File: src/slsh_regs.vh
// constants shared by the serial link lock and sync handshake block
`ifndef SLSH_REGS_VH
`define SLSH_REGS_VH

// frame layout, msb sent first: start bit, ten data bits, stop bit
`define SLSH_FRAME_W 12
`define SLSH_DATA_W 10
`define SLSH_START_POS 11
`define SLSH_STOP_POS 0
`define SLSH_START_BIT 1'b1
`define SLSH_STOP_BIT 1'b0
// six ones then six zeros
`define SLSH_TRAIN_PAT 12'hfc0
// shift and capture counters
`define SLSH_TX_BITS 4'hc
`define SLSH_RX_LOAD 4'he
`define SLSH_RX_LAST 4'h1
`define SLSH_CNT_ZERO 4'h0
// consecutive invalid words that end lock
`define SLSH_LOSS_WORDS 3'h4
// default consecutive valid words before lock is reported
`define SLSH_LOCK_WORDS 4

`endif

File: src/slsh_top.v
// serial link endpoint: transmitter, receiver lock detector and outputs
// How it works
// RULE1 - training patterns go out for as long as either sync request is high.
// RULE2 - the active-low lock indicator stays high from reset until lock.
// RULE3 - the system feeds the lock indicator back to a sync request input.
// RULE4 - while locked, each received word appears on the parallel outputs.
// RULE5 - lock is lost only after four invalid framing words in a row.
// RULE6 - up to three words before the loss may be output though invalid.
// RULE7 - the consumer treats the three words before a loss as suspect.
// RULE8 - after a loss training is resent and the receiver locks again.
// RULE9 - lock is reached on ordinary data as well as on training patterns.
// RULE10 - a training word is six ones followed by six zeros.
// RULE11 - training stops only after both sync requests are low again.
// RULE12 - each word is framed by a high start bit and a low stop bit.
// RULE13 - on lock loss the indicator goes high and outputs are released.
// RULE14 - a correctly framed word clears the invalid word counter.
// RULE15 - lock is reported after stable framing and held until a loss.
`timescale 1ns/1ps
`include "slsh_regs.vh"

module slsh_top #(
	parameter LOCK_WORDS = `SLSH_LOCK_WORDS
) (
	// clock and reset
	input wire clock_i,
	input wire rst_n_i,
	// transmit pins
	input wire tclk_i,
	input wire [`SLSH_DATA_W-1:0] tx_data_i,
	input wire sync_request_a_i,
	input wire sync_request_b_i,
	output wire serial_o,
	output wire training_pattern_o,
	// receive pins
	input wire rclk_i,
	input wire serial_i,
	output wire lock_indicator_n_o,
	output wire [`SLSH_DATA_W-1:0] parallel_out_o,
	output wire recovered_clk_o,
	output wire out_en_o
);

	localparam ST_HUNT = 1'b0;
	localparam ST_LOCK = 1'b1;
	localparam [31:0] LOCK_W32 = LOCK_WORDS;
	// the lock target fits the four-bit good word counter
	localparam [3:0] LOCK_N = LOCK_W32[3:0];

	reg rclk_m_r;
	reg rclk_s_r;
	reg rclk_d_r;
	reg ser_m_r;
	reg ser_s_r;
	reg [3:0] cap_cnt_r;
	reg [`SLSH_FRAME_W-2:0] cap_r;
	reg state_r;
	reg state_nxt;
	reg [3:0] good_cnt_r;
	reg [3:0] good_cnt_nxt;
	reg [2:0] bad_cnt_r;
	reg [2:0] bad_cnt_nxt;
	reg [`SLSH_DATA_W-1:0] pout_r;
	reg rec_clk_r;
	reg lock_n_r;
	wire rclk_rise;
	wire word_done;
	wire [`SLSH_FRAME_W-1:0] word;
	wire word_ok;

	// transmitter
	slsh_tx u_tx (
		.clock_i(clock_i),
		.rst_n_i(rst_n_i),
		.tclk_i(tclk_i),
		.tx_data_i(tx_data_i),
		.sync_request_a_i(sync_request_a_i),
		.sync_request_b_i(sync_request_b_i),
		.serial_o(serial_o),
		.training_o(training_pattern_o)
	);

	// two-stage synchronisers for the receive pins
	always @(posedge clock_i) begin
		if (!rst_n_i) begin
			rclk_m_r <= 1'b0;
			rclk_s_r <= 1'b0;
			rclk_d_r <= 1'b0;
			ser_m_r <= 1'b0;
			ser_s_r <= 1'b0;
		end else begin
			rclk_m_r <= rclk_i;
			rclk_s_r <= rclk_m_r;
			rclk_d_r <= rclk_s_r;
			ser_m_r <= serial_i;
			ser_s_r <= ser_m_r;
		end
	end

	assign rclk_rise = rclk_s_r & ~rclk_d_r;

	// capture twelve bits per reference edge, after the pin latency
	always @(posedge clock_i) begin
		if (!rst_n_i) begin
			cap_cnt_r <= `SLSH_CNT_ZERO;
			cap_r <= {(`SLSH_FRAME_W-1){1'b0}};
		end else if (rclk_rise) begin
			cap_cnt_r <= `SLSH_RX_LOAD;
		end else if (cap_cnt_r != `SLSH_CNT_ZERO) begin
			cap_cnt_r <= cap_cnt_r - 4'h1;
			if (cap_cnt_r <= `SLSH_TX_BITS)
				cap_r <= {cap_r[`SLSH_FRAME_W-3:0], ser_s_r};
		end
	end

	assign word_done = ~rclk_rise && (cap_cnt_r == `SLSH_RX_LAST);
	assign word = {cap_r, ser_s_r};
	// embedded clock check on start and stop bits
	assign word_ok = (word[`SLSH_START_POS] == `SLSH_START_BIT) &&
		(word[`SLSH_STOP_POS] == `SLSH_STOP_BIT); // [RULE12]

	// lock detector next state
	always @* begin
		state_nxt = state_r;
		good_cnt_nxt = good_cnt_r;
		bad_cnt_nxt = bad_cnt_r;
		if (word_done) begin
			case (state_r)
			ST_HUNT: begin
				// any framed traffic counts, data or training
				if (word_ok) begin // [RULE9]
					if (good_cnt_r + 4'h1 >= LOCK_N) begin
						state_nxt = ST_LOCK; // [RULE15] [RULE8]
						good_cnt_nxt = 4'h0;
					end else begin
						good_cnt_nxt = good_cnt_r + 4'h1;
					end
				end else begin
					good_cnt_nxt = 4'h0;
				end
				bad_cnt_nxt = 3'h0;
			end
			default: begin
				if (word_ok) begin
					bad_cnt_nxt = 3'h0; // [RULE14]
				end else if (bad_cnt_r + 3'h1 == `SLSH_LOSS_WORDS) begin
					state_nxt = ST_HUNT; // [RULE5]
					bad_cnt_nxt = 3'h0;
				end else begin
					bad_cnt_nxt = bad_cnt_r + 3'h1;
				end
			end
			endcase
		end
	end

	// lock state, indicator and output registers
	always @(posedge clock_i) begin
		if (!rst_n_i) begin
			state_r <= ST_HUNT;
			good_cnt_r <= 4'h0;
			bad_cnt_r <= 3'h0;
			lock_n_r <= 1'b1; // [RULE2]
			pout_r <= {`SLSH_DATA_W{1'b0}};
			rec_clk_r <= 1'b0;
		end else begin
			state_r <= state_nxt;
			good_cnt_r <= good_cnt_nxt;
			bad_cnt_r <= bad_cnt_nxt;
			lock_n_r <= (state_nxt != ST_LOCK); // [RULE2] [RULE13]
			// suspect words before a loss still pass out
			if (word_done && state_r == ST_LOCK && state_nxt == ST_LOCK) begin
				pout_r <= word[`SLSH_FRAME_W-2:1]; // [RULE4] [RULE6]
				rec_clk_r <= 1'b1;
			end else if (rclk_rise || state_nxt != ST_LOCK) begin
				rec_clk_r <= 1'b0;
			end
		end
	end

	assign lock_indicator_n_o = lock_n_r;
	// outputs released whenever lock is absent
	assign out_en_o = ~lock_n_r; // [RULE13]
	assign parallel_out_o = pout_r;
	assign recovered_clk_o = rec_clk_r;

endmodule // slsh_top

File: src/slsh_tx.v
// transmit side: frames parallel words or training patterns onto serial_o
`timescale 1ns/1ps
`include "slsh_regs.vh"

module slsh_tx (
	// clock and reset
	input wire clock_i,
	input wire rst_n_i,
	// pins from the data source
	input wire tclk_i,
	input wire [`SLSH_DATA_W-1:0] tx_data_i,
	input wire sync_request_a_i,
	input wire sync_request_b_i,
	// link side
	output wire serial_o,
	output wire training_o
);

	reg tclk_m_r;
	reg tclk_s_r;
	reg tclk_d_r;
	reg sync_a_m_r;
	reg sync_a_s_r;
	reg sync_b_m_r;
	reg sync_b_s_r;
	reg [`SLSH_DATA_W-1:0] data_m_r;
	reg [`SLSH_DATA_W-1:0] data_s_r;
	reg [`SLSH_FRAME_W-1:0] shift_r;
	reg [3:0] bit_cnt_r;
	wire tclk_rise;
	wire train;

	// two-stage synchronisers for every pin
	always @(posedge clock_i) begin
		if (!rst_n_i) begin
			tclk_m_r <= 1'b0;
			tclk_s_r <= 1'b0;
			tclk_d_r <= 1'b0;
			sync_a_m_r <= 1'b0;
			sync_a_s_r <= 1'b0;
			sync_b_m_r <= 1'b0;
			sync_b_s_r <= 1'b0;
			data_m_r <= {`SLSH_DATA_W{1'b0}};
			data_s_r <= {`SLSH_DATA_W{1'b0}};
		end else begin
			tclk_m_r <= tclk_i;
			tclk_s_r <= tclk_m_r;
			tclk_d_r <= tclk_s_r;
			sync_a_m_r <= sync_request_a_i;
			sync_a_s_r <= sync_a_m_r;
			sync_b_m_r <= sync_request_b_i;
			sync_b_s_r <= sync_b_m_r;
			data_m_r <= tx_data_i;
			data_s_r <= data_m_r;
		end
	end

	assign tclk_rise = tclk_s_r & ~tclk_d_r;
	// training runs while either request is high, ends only when both low
	assign train = sync_a_s_r | sync_b_s_r; // [RULE1] [RULE11] [RULE8]
	assign training_o = train;

	// one frame per source clock rising edge, shifted out msb first
	always @(posedge clock_i) begin
		if (!rst_n_i) begin
			shift_r <= {`SLSH_FRAME_W{1'b0}};
			bit_cnt_r <= `SLSH_CNT_ZERO;
		end else if (tclk_rise) begin
			bit_cnt_r <= `SLSH_TX_BITS;
			if (train)
				shift_r <= `SLSH_TRAIN_PAT; // [RULE10]
			else
				shift_r <= {`SLSH_START_BIT, data_s_r,
					`SLSH_STOP_BIT}; // [RULE12]
		end else if (bit_cnt_r != `SLSH_CNT_ZERO) begin
			bit_cnt_r <= bit_cnt_r - 4'h1;
			shift_r <= {shift_r[`SLSH_FRAME_W-2:0], 1'b0};
		end
	end

	// line idles low once the frame has gone out
	assign serial_o = shift_r[`SLSH_FRAME_W-1];

endmodule // slsh_tx

File: config.mk
export PLATFORM = sky130hd
export DESIGN_NAME = slsh_top
export DESIGN_NICKNAME = d
export VERILOG_FILES = /design/src/slsh_top.v /design/src/slsh_tx.v
export VERILOG_INCLUDE_DIRS = /design/src
export SDC_FILE = /design/constraint.sdc
export NUM_CORES = 1
export LEC_CHECK = 0
export ABC_AREA = 1
export BUFFER_PORTS_ARGS = -buffer_cell sky130_fd_sc_hd__buf_4
export CORE_UTILIZATION = 35
export CTS_BUF_LIST = sky130_fd_sc_hd__clkbuf_4 sky130_fd_sc_hd__clkbuf_8 sky130_fd_sc_hd__clkbuf_16
export CTS_CLUSTER_DIAMETER = 120
export DETAILED_ROUTE_END_ITERATION = 12
export PLACE_DENSITY_LB_ADDON = 0.3
export SYNTH_ARGS = -nofsm -noshare
export SYNTH_HDL_FRONTEND = slang
export SYNTH_SLANG_ARGS = --single-unit
File: constraint.sdc
create_clock -name clock_i -period 2.75 [get_ports clock_i]
set_input_delay 0.1375 -clock clock_i [delete_from_list [all_inputs] [get_ports clock_i]]
set_output_delay 0.1375 -clock clock_i [all_outputs]
set_load 0.01 [all_outputs]
==> flow_metrics.env <==
export IMPL_die_h_um=95.4
export IMPL_wl_per_cell_um=9.88
export IMPL_relSlewSlack_pct=66.7
export IMPL_grt_setup_unrepaired="no"
export IMPL_setup_viol=0
export IMPL_fmax_mhz=539
export IMPL_ant_nets=0
export IMPL_fin_util_pct=44.0
export IMPL_ys_ff_latch=82
export IMPL_fillers=864
export IMPL_syn_area_um2=3050
export IMPL_die_area_um2=9100
export IMPL_critPathKind="reg -> reg"
export IMPL_row_count=33
export IMPL_cts_buffer_depth=2
export IMPL_ys_types=26
export IMPL_total_leakage_power_nw=1.77
export IMPL_synthTopCellsByArea="dfxtp_1, nand2_1, inv_1"
export IMPL_cts_htree_levels=3
export IMPL_synth_main_ff_cell="dfxtp_1"
export IMPL_hold_path_class="in -> reg"
export IMPL_firstDrtPassIters=4
export IMPL_start_kind="register"
export IMPL_layout_area_seq_um2=1640
export IMPL_drv_cap=0
export IMPL_layout_min_cycle_time_ns=1.86
export IMPL_yosysSeqAreaShare_pct=53.8
export IMPL_vdd_drop_max_uv=326
export IMPL_grt_start_max_net_pins=54
export IMPL_floorplan_initialDensity_pct=36.6
export IMPL_grt_pass1_vias=2243
export IMPL_gp_congestion=0.808
export IMPL_cts_tree="done"
export IMPL_grt_total_usage_pct=13.5
export IMPL_synth_edf_count=0
export IMPL_timing_critical_path_required_ns=3.00
export IMPL_vias_per_cell=4.51
export IMPL_synth_warnings=0
export IMPL_cts_buffers=9
export IMPL_routed_via_count=2428
export IMPL_synth_area_per_cell_um2=7.91
export IMPL_timing_final_hold_violations=0
export IMPL_cts_setup_buffers=0
export IMPL_critPathCaptureType="register"
export IMPL_drv_slew=0
export IMPL_area_growth_pct=20.3
export IMPL_drive_gt1_share_pct=13.4
export IMPL_gr_total_overflow=0
export IMPL_root_buffer="clkbuf_8"
export IMPL_crit_arrival_ns=2.10
export IMPL_finalSetupTns_ns=0
export IMPL_clk_latency_ns=0.36
export IMPL_status="completed"
export IMPL_core_area_um2=8340
export IMPL_synth_top_area_share_pct=53.8
export IMPL_antenna_found_initial=0
export IMPL_syn_nets=408
export IMPL_cp_max_fo=11
export IMPL_wl_um=5320
export IMPL_multi_input_area_um2=1090
export IMPL_place_hpwl_um=3330
export IMPL_io_pins=32
export IMPL_clkSinkCount=82
export IMPL_p_total_w=0.00255
export IMPL_synthTopCellsByCount="dfxtp_1, nand2_1, inv_1"
export IMPL_drc=0
export IMPL_grt_pass1_wl_um=9550
export IMPL_path_clk_slew_ns=0.09
export IMPL_fin_worst_skew_ns=0.00671
export IMPL_tightestPinTransition_ns=0.499
export IMPL_synth_async_reset_ratio_pct=0
export IMPL_n_antenna_cell=0
export IMPL_power_density_nw_per_um2=695
export IMPL_drtIter0Drc=92
export IMPL_yosysMostFrequentCell="dfxtp_1"
export IMPL_fin_nets=450
export IMPL_die_x_um=95.4
export IMPL_ff2ff_setup_slack_ns=0.89
export IMPL_synth_cells=386
export IMPL_yosys_area_top_type="dfxtp_1"
export IMPL_finalCritPeriodShare_pct=67.5
export IMPL_port_buffer_count=31
## worst paths after layout
path	endpoint	from	cells after the start
hold reg to reg	rclk_s_r	rclk_m_r	2
setup reg to reg	u_tx.shift_r[4]	u_tx.bit_cnt_r[0]	7
setup / recovery	u_tx.shift_r[4]	u_tx.bit_cnt_r[0]	7
hold / removal	u_tx.data_m_r[6]	rst_n_i	3
## critical path, stage by stage, from the launching register on
cell and delay [ns]:
dfxtp_1 0.32, inv_1 0.11, ha_1 0.22, nand3_1 0.36
nor2_4 0.31, inv_1 0.15, o21ai_0 0.21, a21oi_1 0.06
## metal layers
layer	share of wire (%)	wire [um]	track usage, %	vias to the layer above
met3	5.1	270	4.78	10
met5	0	0	0	-
met1	47	2490	15.5	1077
met2	47	2480	22.4	43
met4	1.6	85	6.59	0
li1	-	-	-	1298
## flip-flops by register name, indices dropped and copies added (netlist names), 3 cells and up
register and count:
bad_cnt_r 3, u_tx.shift_r 11, parallel_out_o 10, u_tx.bit_cnt_r 4, cap_cnt_r 4, u_tx.data_s_r 10, cap_r 11, u_tx.data_m_r 10
good_cnt_r 4
## cells in the final DEF, fill, tap and decap left out, types with 2 or more instances in the layout
master and count:
nand3_1 14, dlygate4sd3_1 15, a21oi_1 28, nand4_1 15, nor2_4 2, buf_4 31, a31oi_1 3, inv_6 4
nor2_1 35, a22oi_1 4, nor3_1 3, inv_1 63, inv_2 3, clkbuf_8 9, o21ai_0 24, dfxtp_1 82
ha_1 5, nor2_2 3, nand2_1 80
## metrics by stage
stage	cells	hold WS, ns	instance area, um2	worst slack (ns)
after floorplan	386	0.235	3050	1.41
after CTS	538	0.215	3670	0.901
after global placement	507	0.318	3340	1.10
after detailed placement	507	0.322	3340	0.927
after global routing	538	0.234	3670	0.679
final	538	0.228	3670	0.894
## power by group
group / switching (W) / internal (W)
registers: 0.0000424 / 0.00128
logic: 0.000267 / 0.000147
clock network: 0.000474 / 0.000347
## layout make-up
| type | instances | area share (%) |
|---|---|---|
| Tap cell | 105 | 3.58 |
| Clock inverter | 7 | 1.63 |
| Multi-Input combinational cell | 223 | 29.6 |
| Clock buffer | 9 | 3.37 |
| Timing Repair Buffer | 46 | 10.4 |
| Inverter | 66 | 6.74 |
| Sequential cell | 82 | 44.7 |
## timing repair
item                                   in CTS  in global routing
endpoints found under the hold margin      15                  0
hold buffers                               15                  0
gates resized for setup                     0                  0
## cells by family (layout without fill, tap and decap cells)
family	Yosys count	in the layout	share of synthesized area [%]
buf+inv	81	128	10.7
flops	82	82	53.8
compound gates	62	62	10.8
simple gates	156	156	22.7
fa+ha+maj	5	5	2.05
Note: power is estimated with default switching activity, not from simulation.
